===== config.mk =====
export PLATFORM = sky130hd
export DESIGN_NAME = beam_word_field_decoder
export DESIGN_NICKNAME = d
export VERILOG_FILES = /design/src/beam_word_pkg.sv /design/src/beam_seg_decoder.sv /design/src/beam_word_field_decoder.sv
export SDC_FILE = /design/constraint.sdc
export NUM_CORES = 1
export LEC_CHECK = 0
export BUFFER_PORTS_ARGS = -buffer_cell sky130_fd_sc_hd__buf_2
export CAP_MARGIN = 10
export CORE_UTILIZATION = 61
export CTS_CLUSTER_DIAMETER = 50
export DETAILED_ROUTE_END_ITERATION = 6
export MAX_ROUTING_LAYER = met4
export PLACE_DENSITY = 0.93
export SYNTH_ARGS = -nofsm -noshare
export SYNTH_HDL_FRONTEND = slang
export SYNTH_SLANG_ARGS = --single-unit

===== constraint.sdc =====
create_clock -name clk_sys_i -period 7.15 [get_ports clk_sys_i]
set_clock_uncertainty 0.1 [all_clocks]
set_input_delay 0.715 -clock clk_sys_i [delete_from_list [all_inputs] [get_ports clk_sys_i]]
set_output_delay 0.715 -clock clk_sys_i [all_outputs]
set_load 0.01 [all_outputs]

===== src/beam_word_pkg.sv =====
// Constants and field types for the beam status word decoder
package beam_word_pkg;

  // Word geometry
  localparam int unsigned WORD_BITS   = 122;
  localparam int unsigned SEG_BITS    = 27;
  localparam int unsigned COMMON_BITS = 14;
  localparam int unsigned NUM_CHAN    = 4;

  // Segment start bits within the word
  localparam int unsigned CH4_BASE = 14;
  localparam int unsigned CH3_BASE = 41;
  localparam int unsigned CH2_BASE = 68;
  localparam int unsigned CH1_BASE = 95;

  // Common segment bit positions
  localparam int unsigned COM_RX_EN_POS  = 0;
  localparam int unsigned COM_TX_EN_POS  = 1;
  localparam int unsigned COM_DELAY_LSB  = 2;
  localparam int unsigned COM_DELAY_MSB  = 13;

  // Channel segment field offsets
  localparam int unsigned SEG_RX_EN_POS  = 0;
  localparam int unsigned SEG_TX_EN_POS  = 1;
  localparam int unsigned SEG_RSV0_POS   = 2;
  localparam int unsigned SEG_TX_PH_LSB  = 3;
  localparam int unsigned SEG_TX_PH_MSB  = 8;
  localparam int unsigned SEG_RX_PH_LSB  = 9;
  localparam int unsigned SEG_RX_PH_MSB  = 14;
  localparam int unsigned SEG_TX_AT_LSB  = 15;
  localparam int unsigned SEG_TX_AT_MSB  = 18;
  localparam int unsigned SEG_RSV1_LSB   = 19;
  localparam int unsigned SEG_RSV1_MSB   = 20;
  localparam int unsigned SEG_RX_AT_LSB  = 21;
  localparam int unsigned SEG_RX_AT_MSB  = 26;

  // Step sizes: phase in millidegrees, attenuation in tenths of dB
  localparam logic [18:0] PHASE_STEP_MDEG = 19'h015f9;
  localparam logic [8:0]  ATT_STEP_TENTH  = 9'h005;

  // Tally reset value and the bit count of a full word
  localparam logic [15:0] WORD_COUNT_RST = 16'h0000;
  localparam logic [7:0]  BIT_COUNT_WORD = 8'h7a;

  typedef struct packed {
    logic        rx_en;
    logic        tx_en;
    logic [5:0]  tx_phase;
    logic [5:0]  rx_phase;
    logic [3:0]  tx_att;
    logic [5:0]  rx_att;
    logic [18:0] tx_phase_mdeg;
    logic [18:0] rx_phase_mdeg;
    logic [8:0]  tx_att_tenth;
    logic [8:0]  rx_att_tenth;
    logic        rsv_err;
  } chan_fields_type;

  typedef struct packed {
    logic rx_en;
    logic tx_en;
    logic delay_pos;
    logic rsv_err;
  } common_fields_type;

  localparam chan_fields_type   CHAN_FIELDS_RST   = '0;
  localparam common_fields_type COMMON_FIELDS_RST = '0;

endpackage : beam_word_pkg


===== src/beam_seg_decoder.sv =====
// One channel segment decoder with registered fields
`timescale 1ns/10ps
module beam_seg_decoder
  import beam_word_pkg::*;
(
  input  wire logic            clk_sys_i,
  input  wire logic            rst_i,
  input  wire logic            load_i,
  input  wire logic [26:0]     seg_i,
  output chan_fields_type      fields_o
);

  chan_fields_type fields_r;
  chan_fields_type fields_nxt;
  logic [5:0]      tx_ph;
  logic [5:0]      rx_ph;
  logic [3:0]      tx_at;
  logic [5:0]      rx_at;

  // Field slices, lowest offset is the code's LSB
  assign tx_ph = seg_i[SEG_TX_PH_MSB:SEG_TX_PH_LSB];
  assign rx_ph = seg_i[SEG_RX_PH_MSB:SEG_RX_PH_LSB];
  assign tx_at = seg_i[SEG_TX_AT_MSB:SEG_TX_AT_LSB];
  assign rx_at = seg_i[SEG_RX_AT_MSB:SEG_RX_AT_LSB];

  // Decode; setting is code times step, high bits are active
  always_comb begin
    fields_nxt          = CHAN_FIELDS_RST;
    fields_nxt.rx_en    = seg_i[SEG_RX_EN_POS];
    fields_nxt.tx_en    = seg_i[SEG_TX_EN_POS];
    fields_nxt.tx_phase = tx_ph;
    fields_nxt.rx_phase = rx_ph;
    fields_nxt.tx_att   = tx_at;
    fields_nxt.rx_att   = rx_at;
    fields_nxt.tx_phase_mdeg = 19'(tx_ph) * PHASE_STEP_MDEG;
    fields_nxt.rx_phase_mdeg = 19'(rx_ph) * PHASE_STEP_MDEG;
    fields_nxt.tx_att_tenth  = 9'(tx_at) * ATT_STEP_TENTH;
    fields_nxt.rx_att_tenth  = 9'(rx_at) * ATT_STEP_TENTH;
    // Reserved zeros are checked, not trusted
    fields_nxt.rsv_err = seg_i[SEG_RSV0_POS] |
                         (|seg_i[SEG_RSV1_MSB:SEG_RSV1_LSB]);
  end

  // Hold last accepted segment until the next good word
  always_ff @(posedge clk_sys_i) begin
    if (rst_i) begin
      fields_r <= CHAN_FIELDS_RST;
    end else if (load_i) begin
      fields_r <= fields_nxt;
    end
  end

  assign fields_o = fields_r;

endmodule : beam_seg_decoder


===== src/beam_word_field_decoder.sv =====
// Top decoder: splits the status word into common and channel fields
`timescale 1ns/10ps

// Behaviour
// Only 122-bit words are decoded
// Four 27-bit channel segments, one 14-bit common
// Common bit0 rx enable, bit1 tx enable
// Segments at 14,41,68,95; enables, zero bit
// Offsets 3-8 transmit phase, 5.625 degree steps
// Offsets 9-14 receive phase, 5.625 degree steps
// Offsets 15-18 transmit attenuation, 0.5 dB steps
// Controller zeros offsets 19 and 20
// Offsets 21-26 receive attenuation, 0.5 dB steps
// Word bit 0 is first in, first out
// Phase/attenuation active high, delay active low
// Unsigned codes, LSB lowest, setting equals code*step
module beam_word_field_decoder
  import beam_word_pkg::*;
(
  // Clock and synchronous reset
  input  wire logic                   clk_sys_i,
  input  wire logic                   rst_i,
  // Finished word from the shift stage, with its bit count
  input  wire logic [121:0]           word_i,
  input  wire logic [7:0]             word_bits_i,
  input  wire logic                   word_valid_i,
  // Clear for both sticky error flags
  input  wire logic                   err_clear_i,
  // Decoded fields, held until the next good word
  output chan_fields_type [3:0]       chan_o,
  output common_fields_type           common_o,
  // Per-word pulses, sticky flags and the tally
  output logic                        decoded_o,
  output logic                        rejected_o,
  output logic                        len_err_o,
  output logic                        rsv_err_o,
  output logic [15:0]                 word_count_o
);

  ////////////////////////////////////////////////////////////////////////////
  // Acceptance

  // Acceptance strobes
  logic                   accept;
  logic                   reject;

  // Segment slices and per-channel decoder outputs
  logic [26:0]            seg [NUM_CHAN];
  chan_fields_type [3:0]  chan_q;

  // Common segment
  logic [11:0]            delay_bits;
  common_fields_type      common_r;
  common_fields_type      common_nxt;

  // Status registers and the reserved-bit screen
  logic [NUM_CHAN-1:0]    seg_rsv;
  logic                   rsv_hit;
  logic                   decoded_r;
  logic                   rejected_r;
  logic                   len_err_r;
  logic                   rsv_err_r;
  logic [15:0]            word_count_r;

  // Scope and limits:
  //   Serial shift and both load stages live outside this block
  //   Only a finished word and its shifted bit count arrive here
  //   Reserved bits decode as they stand; flagged, never masked
  //   Masking would hide a controller fault, flagging shows it
  //   Tally wraps, so treat it as a rolling count
  //   A level on word_valid_i decodes the same word every cycle

  // A short or long word would misplace every field, so drop it
  // Refused words leave fields and tally as they were
  assign accept = word_valid_i && (word_bits_i == BIT_COUNT_WORD);
  assign reject = word_valid_i && (word_bits_i != BIT_COUNT_WORD);

  ////////////////////////////////////////////////////////////////////////////
  // Segment split; index 0 is channel 1

  // Word map, bit 0 first on the wire
  //   Bits 13..0    common: rx enable, tx enable, twelve delay bits
  //   Bits 40..14   channel 4
  //   Bits 67..41   channel 3
  //   Bits 94..68   channel 2
  //   Bits 121..95  channel 1
  // Segment map, offsets from each segment base
  //   Offset 0       receive enable
  //   Offset 1       transmit enable
  //   Offset 2       must be zero, flagged when set
  //   Offsets 8..3   transmit phase code
  //   Offsets 14..9  receive phase code
  //   Offsets 18..15 transmit attenuation code
  //   Offsets 20..19 must be zero, flagged when set
  //   Offsets 26..21 receive attenuation code
  // Codes are plain binary, weight doubling upward from the base step
  // Phase step 5625 millidegrees, attenuation step 5 tenths of a dB

  // Bit 0 arrives first, so channel 4 sits low in the word
  assign seg[0] = word_i[CH1_BASE +: SEG_BITS];
  assign seg[1] = word_i[CH2_BASE +: SEG_BITS];
  assign seg[2] = word_i[CH3_BASE +: SEG_BITS];
  assign seg[3] = word_i[CH4_BASE +: SEG_BITS];

  // One decoder per channel segment
  // All four load on the same strobe, so the channels always show
  // fields of one and the same word
  genvar gi;
  generate
    for (gi = 0; gi < NUM_CHAN; gi++) begin : g_chan
      beam_seg_decoder u_seg (
        .clk_sys_i (clk_sys_i),
        .rst_i     (rst_i),
        .load_i    (accept),
        .seg_i     (seg[gi]),
        .fields_o  (chan_q[gi])
      );
    end
  endgenerate

  ////////////////////////////////////////////////////////////////////////////
  // Common segment

  // Delay control bits, shared by the sense and the zero check
  assign delay_bits = word_i[COM_DELAY_MSB:COM_DELAY_LSB];

  // Delay bits act when low; all-low means positive delay state
  always_comb begin
    common_nxt           = COMMON_FIELDS_RST;
    common_nxt.rx_en     = word_i[COM_RX_EN_POS];
    common_nxt.tx_en     = word_i[COM_TX_EN_POS];
    common_nxt.delay_pos = ~(|delay_bits);
    common_nxt.rsv_err   = |delay_bits;
  end

  // Common fields hold between good words, like the channels
  always_ff @(posedge clk_sys_i) begin
    if (rst_i) begin
      common_r <= COMMON_FIELDS_RST;
    end else if (accept) begin
      common_r <= common_nxt;
    end
  end

  ////////////////////////////////////////////////////////////////////////////
  // Status

  // Must-be-zero bits of each channel segment, one flag per segment
  // so a stuck controller bit can be traced to its channel
  always_comb begin
    seg_rsv = '0;
    for (int c = 0; c < NUM_CHAN; c++) begin
      seg_rsv[c] = seg[c][SEG_RSV0_POS] |
                   (|seg[c][SEG_RSV1_MSB:SEG_RSV1_LSB]);
    end
  end

  // Any nonzero reserved bit in the word now being accepted
  assign rsv_hit = accept &&
                   (common_nxt.rsv_err || (|seg_rsv));

  // One-cycle pulses after each word
  // A level on word_valid_i gives a pulse train, one per cycle
  always_ff @(posedge clk_sys_i) begin
    if (rst_i) begin
      decoded_r  <= 1'b0;
      rejected_r <= 1'b0;
    end else begin
      decoded_r  <= accept;
      rejected_r <= reject;
    end
  end

  ////////////////////////////////////////////////////////////////////////////
  // Sticky flags and tally

  // Sticky length error; a new event beats the clear
  // Set wins so no event slips through between a status read and
  // the clear that follows it
  always_ff @(posedge clk_sys_i) begin
    if (rst_i) begin
      len_err_r <= 1'b0;
    end else if (reject) begin
      len_err_r <= 1'b1;
    end else if (err_clear_i) begin
      len_err_r <= 1'b0;
    end
  end

  // Sticky reserved-bit error; set also wins over clear
  // Flag names the word only; per-channel detail sits in chan_o
  always_ff @(posedge clk_sys_i) begin
    if (rst_i) begin
      rsv_err_r <= 1'b0;
    end else if (rsv_hit) begin
      rsv_err_r <= 1'b1;
    end else if (err_clear_i) begin
      rsv_err_r <= 1'b0;
    end
  end

  // Accepted word count, wraps silently at full scale
  // Refused lengths leave it alone
  always_ff @(posedge clk_sys_i) begin
    if (rst_i) begin
      word_count_r <= WORD_COUNT_RST;
    end else if (accept) begin
      word_count_r <= word_count_r + 16'h0001;
    end
  end

  ////////////////////////////////////////////////////////////////////////////
  // Outputs, all from flip-flops

  // No decode logic between the registers and the pins, so the
  // consumer sees clean timing
  assign chan_o       = chan_q;
  assign common_o     = common_r;
  assign decoded_o    = decoded_r;
  assign rejected_o   = rejected_r;
  assign len_err_o    = len_err_r;
  assign rsv_err_o    = rsv_err_r;
  assign word_count_o = word_count_r;

endmodule : beam_word_field_decoder


==> results of run 1 <==
[metrics by stage]
stage,instances,hold WS (ns),total power [W],util [%]
global placement,3439,0.332,0.00439,68.5
detailed placement,3439,0.338,0.00454,68.5
CTS,3516,0.263,0.00670,72.5
global route,3524,0.274,0.00718,72.6
finish,3524,0.286,0.00672,72.6
floorplan,2650,0.376,0.00389,-
[sequential cells by signal (all words and copies together) (netlist names)]
| register | flops |
|---|---|
| common_o | 4 |
| len_err_o | 1 |
| g_chan.u_seg.fields_o | 276 |
| decoded_o | 1 |
| rsv_err_o | 1 |
| word_count_o | 16 |
| rejected_o | 1 |
[power groups by stage]
| stage | sequential, W | clock, W | combinational, W |
|---|---|---|---|
| floorplan | 0.00172 | 0 | 0.00217 |
| detailed placement | 0.00171 | 0 | 0.00282 |
| finish | 0.00168 | 0.00213 | 0.00291 |
| global placement | 0.00171 | 0 | 0.00267 |
| global route | 0.00168 | 0.00222 | 0.00328 |
| CTS | 0.00168 | 0.00216 | 0.00287 |
[worst min-delay path, cell delays in order]
cell and delay (ns):
buf_2 0.09, nand2_1 0.05, a21oi_1 0.05
[cells in the final DEF (no fill, tap or decap), types with 10 or more instances in the layout]
| cell type | count |
|---|---|
| a21o_1 | 54 |
| xnor2_1 | 50 |
| o21ai_0 | 47 |
| o211ai_1 | 17 |
| or3_1 | 13 |
| nand3_1 | 64 |
| fa_1 | 134 |
| nor2b_1 | 20 |
| o21bai_1 | 13 |
| a31oi_1 | 12 |
| buf_4 | 10 |
| or4_1 | 10 |
| clkbuf_16 | 43 |
| o21a_1 | 17 |
| xor2_1 | 15 |
| and3_1 | 15 |
| buf_2 | 472 |
| dfxtp_1 | 300 |
| inv_1 | 322 |
| nor3_1 | 46 |
| o21ai_1 | 12 |
| nand2_1 | 449 |
| nor2_1 | 86 |
| ha_1 | 305 |
| a211oi_1 | 41 |
| nand4_1 | 21 |
| a21oi_1 | 298 |
[worst max path at each step]
| stage | endpoint | slack (ns) | cells after the start |
|---|---|---|---|
| 3_3_place_gp | g_chan[3].u_seg.fields_o[34] | 2.64 | 17 |
| 3_5_place_dp | g_chan[3].u_seg.fields_o[34] | 2.45 | 17 |
| 5_1_grt | g_chan[3].u_seg.fields_o[34] | 2.77 | 17 |
| 4_1_cts | g_chan[3].u_seg.fields_o[36] | 3.03 | 17 |
| 2_1_floorplan | g_chan[3].u_seg.fields_o[36] | 3.03 | 16 |
| 6_report | g_chan[0].u_seg.fields_o[55] | 2.99 | 17 |
[final cells by class]
type | instances | share of cell area [%]
timing repair buffer | 483 | 9.48
tap | 461 | 2.23
clock buffer | 52 | 4.44
clock inverter | 25 | 1.06
inverter | 325 | 4.71
multi-input combinational | 1870 | 54.8
sequential | 300 | 23.2
antenna | 8 | 0.0774
[routing by layer]
layer / GRT usage (%) / vias to the layer above / part of all wire (%)
met2: 58.2 / 852 / 48
met3: 8.84 / 242 / 8.0
met5: - / - / 0
met4: 21.8 / 0 / 6.8
li1: - / 9658 / -
met1: 36.9 / 9761 / 37
[kinds of logic (layout without fill, tap and decap cells)]
kind of cell	count (synthesis)	in the layout	synth area share (%)
buffers and inverters	480	885	9.32
multiplexers	3	3	0.135
XOR/XNOR	65	65	2.56
AO/OA/AOI/OAI	580	580	16.1
flip-flops	300	300	27.0
adder cells (fa/ha/maj)	439	439	29.3
other	1	16	0.0169
AND/OR/NAND/NOR	775	775	15.6
==> flow_summary_export.csv, run 1 <==
group,metric,value,unit
clocking,hold_buffers,0,
setup_path,arrival,4.51,ns
sta,period_share,58.2,%
setup_path,r2r-start,"word_count_o[9]",
finish,regArea,6010,um^2
finish,fin_nets,3595,
sta,min_period,4.16,ns
clocking,clk_path_buf_depth,3,
sta,clock.fmax,0.240,GHz
power,p_comb_share,43.3,%
routing,dr.pass1.iters,7,
setup_path,crit_required,7.50,ns
setup_path,cp_max_fo,5,
setup_path,critPathLaunchType,"primary input",
flow_run,cap_viol_max_count,0,
placed_design,dpl_cell_area,24400,um^2
power,p_int,0.00410,W
min_path,hold_end,"common_o[3]",
power,power_frac_seq,25.0,%
finish,drive_gt1_share,18.9,%
yosys,ys_top_cells_by_count,"nand2_1 (449), inv_1 (323), ha_1 (305), dfxtp_1 (300), a21oi_1 (298)",
setup_path,crit_top_cell,"inv_1",
global_route,grt_util_all_layers,34.9,%
setup_path,r2r_slack,5.16,ns
floorplanning,core,35700,um^2
global_route,grt_overflow,0,
sta,drv_slew,0,
yosys,yosysMostFrequentCell,"nand2_1",
power,pwr_density_cell,260,nW/um^2
floorplanning,initial_core_util,62.3,%
clocking,cts_tree,"yes",
yosys,synth_top_cell_area_share,27.0,%
sta,setup_viol,0,
floorplanning,rows,69,
placed_design,dp_hpwl,47400,um
min_path,hold_depth,3,
min_path,hold_class,"in2reg",
power,ir_drop,0.000176,V
floorplanning,die_y,193,um
yosys,yosys.area.top_type,"dfxtp_1",
setup_path,worst-path-buf-inv,6,
routing,viasPerCell,5.82,
power,leakage,12.8,nW
yosys,synthCells,2643,
global_route,antenna_found_initial,8,
placed_design,gp_congestion,0.935,
yosys,synthDistinctLibCells,81,
setup_path,startpoint,"word_i[98]",
setup_path,crit_family,"adder cells",
placed_design,dpl_worst_slack,2.45,ns
routing,drt_iter0_markers,1180,
power,swShare,39.0,%
yosys,synthFlopType,"dfxtp_1",
setup_path,cp_slowest_stage_delay,0.64,ns
yosys,synth_edf_count,0,
floorplanning,dieArea,37200,um^2
sta,tightest_slew,1.06,ns
finish,area_delta_synth_final,16.5,%
setup_path,endpoint_kind,"register",
placed_design,portBuffers,473,
routing,ant_nets,0,
setup_path,critPathSlowestCell,"a2111oi_0",
status,violations,"DRC",
clocking,cts_setup_buffers,0,
yosys,synth_area,22200,um^2
yosys,synth_seq_area_share,27.0,%
clocking,h-tree-depth,2,
power,power_frac_clock,31.7,%
clocking,cts.sinks,300,
setup_path,path_class,"in2reg",
yosys,synth_area_leaders,"dfxtp_1 (27%), ha_1 (17%), fa_1 (12%)",
power,switchingPower,0.00262,W
setup_path,reg2reg_to,"word_count_o[15]",
routing,num_vias,20500,
clocking,ctsResizeCount,0,
yosys,ys_ff_latch,300,
sta,layout_setup_ws,2.99,ns
sta,setup_tns,0,ns
clocking,clock_latency,0.57,ns
global_route,grt_pass1_wl,100000,um
routing,route.detailed.drc,70,
status,outcome,"finished, violations left",
sta,slew_headroom,29.4,%
global_route,grt_max_degree,137,
yosys,synth_area_per_cell,8.40,um^2
setup_path,path_cells,"buf_2 -> inv_1 -> fa_1 -> inv_1 -> ha_1 -> inv_1 -> fa_1 -> inv_1 -> ha_1 -> inv_1 -> fa_1 -> nor2b_1 -> o21a_1 -> o21ai_1 -> a2111oi_0 -> nor4_1 -> nand3b_1",
floorplanning,design.portCount,482,
min_path,hp-start,"word_i[0]",
yosys,async_flop_share,0,%
yosys,yosys_warnings,0,
floorplanning,die-width,193,um
global_route,grt_pass1_vias,20300,
sta,hold_viol,0,
finish,multi_input_area,14200,um^2
finish,fill_cells,2518,
sta,rsz0062_at_grt,"no",
finish,fin_area,25900,um^2
setup_path,reg2reg_depth,6,
routing,routed_wl,63600,um
clocking,clkTransAtPathRegs,0.06,ns
clocking,cts_root_buffer,"clkbuf_16",
routing,wl_per_cell,18.1,um
clocking,cts_buffers,42,
(Power assumes the default switching activity.)
==> run 2: changes to the inputs <==
--- a/config.mk
+++ b/config.mk
@@ -7,11 +7,11 @@
 export LEC_CHECK = 0
 export BUFFER_PORTS_ARGS = -buffer_cell sky130_fd_sc_hd__buf_2
 export CAP_MARGIN = 10
-export CORE_UTILIZATION = 61
+export CORE_UTILIZATION = 51
 export CTS_CLUSTER_DIAMETER = 50
 export DETAILED_ROUTE_END_ITERATION = 6
 export MAX_ROUTING_LAYER = met4
-export PLACE_DENSITY = 0.93
+export PLACE_DENSITY = 0.84
 export SYNTH_ARGS = -nofsm -noshare
 export SYNTH_HDL_FRONTEND = slang
 export SYNTH_SLANG_ARGS = --single-unit
==> constraint.sdc (replaced) <==
create_clock -name clk_sys_i -period 3.6 [get_ports clk_sys_i]
set_clock_uncertainty 0.1 [all_clocks]
set_input_delay 0.36 -clock clk_sys_i [delete_from_list [all_inputs] [get_ports clk_sys_i]]
set_output_delay 0.36 -clock clk_sys_i [all_outputs]
set_load 0.01 [all_outputs]
==> run 2 against run 1 <==
  * Die area rose by 19%
  * Cell count is 11% higher
  * Sequential power up 98%
  * Flip-flop and latch count unchanged
  * Largest power group unchanged
  * Power rose by 120%
  * The flow now finishes without violations
  * Sequential share of layout area decreased by 2.1 points
  * Design area increased by 10%
  * Count of clock-buffer cells in the layout up 3
  * Combinational power is 150% higher
  * First-iteration DRC count increased by 32%
  * Via count rose by 4.4%
  * Non-clock buffer count up 277
==> flow_summary_export.csv, run 2 (synthesis results as in run 1) <==
group,metric,value,unit
status,outcome,"finished, final reports clean",
setup_path,worst-path-buf-inv,6,
placed_design,dpl_cell_area,26600,um^2
finish,area_delta_synth_final,28.3,%
global_route,grt_overflow,0,
global_route,antenna_found_initial,4,
clocking,clock_latency,0.56,ns
clocking,clk_path_buf_depth,3,
setup_path,endpoint_kind,"register",
placed_design,dpl_worst_slack,-0.368,ns
min_path,hp-start,"word_i[67]",
power,leakage,14.2,nW
min_path,hold_end,"g_chan[2].u_seg.fields_o[62]",
setup_path,crit_required,3.94,ns
routing,dr.pass1.iters,7,
power,pwr_density_cell,521,nW/um^2
sta,hold_viol,0,
clocking,cts_tree,"yes",
sta,layout_setup_ws,0.192,ns
routing,route.detailed.drc,0,
sta,slew_headroom,54.9,%
clocking,clkTransAtPathRegs,0.06,ns
setup_path,r2r_slack,1.92,ns
routing,viasPerCell,5.46,
setup_path,r2r-start,"word_count_o[4]",
power,ir_drop,0.000449,V
routing,num_vias,21400,
setup_path,cp_max_fo,3,
sta,rsz0062_at_grt,"no",
routing,drt_iter0_markers,1559,
clocking,cts_root_buffer,"clkbuf_16",
sta,holdWs,0.0257,ns
floorplanning,initial_core_util,51.7,%
finish,layout_commonest_cell,"buf_2",
min_path,hold_depth,3,
placed_design,dp_hpwl,48200,um
setup_path,critPathLaunchType,"primary input",
routing,ant_nets,0,
setup_path,crit_family,"adder cells",
sta,period_share,94.7,%
min_path,hold_class,"in2reg",
floorplanning,die_y,211,um
setup_path,crit_top_cell,"inv_2",
setup_path,cp_slowest_stage_delay,0.59,ns
setup_path,reg2reg_depth,4,
setup_path,path_cells,"buf_2 -> inv_2 -> fa_1 -> inv_2 -> ha_4 -> inv_2 -> fa_1 -> inv_1 -> ha_2 -> inv_2 -> fa_2 -> and2b_1 -> o31a_1 -> o21a_1 -> o211ai_2 -> and3_1 -> a311o_1",
clocking,cts.sinks,300,
floorplanning,design.portCount,482,
sta,clock.fmax,0.293,GHz
setup_path,path_class,"in2reg",
finish,drive_gt1_share,25.6,%
sta,tightest_slew,0.677,ns
global_route,grt_pass1_wl,107000,um
setup_path,reg2reg_to,"word_count_o[14]",
finish,largest_register_ffs,276,
global_route,grt_util_all_layers,30.7,%
global_route,grt_max_degree,113,
flow_run,cap_viol_max_count,0,
clocking,cts_setup_buffers,0,
setup_path,arrival,3.75,ns
clocking,h-tree-depth,2,
placed_design,portBuffers,473,
sta,setup_viol,0,
setup_path,critPathSlowestCell,"fa_1",
sta,min_period,3.41,ns
floorplanning,core,43000,um^2
global_route,grt_pass1_vias,21400,
floorplanning,die-width,211,um
clocking,cts_buffers,43,
floorplanning,dieArea,44400,um^2
floorplanning,rows,76,
routing,routed_wl,66800,um
finish,fin_area,28500,um^2
placed_design,gp_congestion,0.928,
routing,wl_per_cell,17.0,um
sta,setup_tns,0,ns
finish,fin_nets,3873,
finish,most-common-layout-cells,"buf_2 (472), nand2_1 (449), inv_1 (311)",
sta,drv_slew,0,
-- run 2: cell types whose count changed in the layout (fill, tap and decap cells not counted), sizes merged --
cell | previous run | this run
clkinv | 7 | 8
clkinvlp | 1 | 2
bufinv | 2 | 1
buf | 483 | 715
inv | 340 | 338
diode | 8 | 5
clkbuf | 52 | 55
dlygate4sd3 | 0 | 45
-- run 2: worst max-delay path by stage --
stage	from	end	slack (ns)	cells after the start
floorplan	word_i[25]	g_chan[3].u_seg.fields_o[36]	-0.11	16
global placement	word_i[104]	g_chan[0].u_seg.fields_o[32]	-0.27	17
detailed placement	word_i[107]	g_chan[0].u_seg.fields_o[32]	-0.37	13
CTS	word_i[107]	g_chan[0].u_seg.fields_o[32]	0.22	13
global route	word_i[98]	g_chan[0].u_seg.fields_o[53]	0.02	17
finish	word_i[104]	g_chan[0].u_seg.fields_o[32]	0.19	17
-- run 2: worst register-to-register path, cell delays in order, from the launching register on --
cell	delay (ns)
dfxtp_1	0.41
and4_1	0.28
nand4_1	0.25
or3_1	0.42
a21oi_1	0.15
-- run 2: report_power, final --
part           total (W)  switching [W]  internal (W)
sequential       0.00333     0.00000434       0.00333
combinational    0.00721        0.00373       0.00348
clock            0.00431        0.00178       0.00253
-- run 2: routing by layer --
layer,part of all wire [%],GRT usage [%]
met5,0,-
met2,48,50.3
met4,5.9,18.2
met3,7.3,6.88
met1,39,34.4
-- run 2: final cells by class --
class                      count  area, um^2
fill                        3301       14500
multi-input combinational   1870       14400
sequential                   300        6010
timing repair buffer         760        4680
inverter                     325        1220
clock buffer                  55        1210
tap                          585         732
clock inverter                24         254
antenna                        5        12.5
-- run 2: timing repair --
| item | CTS | global route |
|---|---|---|
| gates resized for setup | 0 | 2 |
| endpoints found under the hold margin | 49 | 0 |
| hold buffers | 45 | 0 |
| endpoints found under the setup margin | 0 | 1 |
-- run 2: per-stage QoR --
| stage | instances | power, W | util (%) |
|---|---|---|---|
| after floorplan | 2650 | 0.00786 | - |
| after global placement | 3795 | 0.0102 | 61.8 |
| after detailed placement | 3795 | 0.0104 | 61.8 |
| after CTS | 3919 | 0.0148 | 66.2 |
| after global routing | 3923 | 0.0159 | 66.3 |
| final | 3924 | 0.0149 | 66.3 |
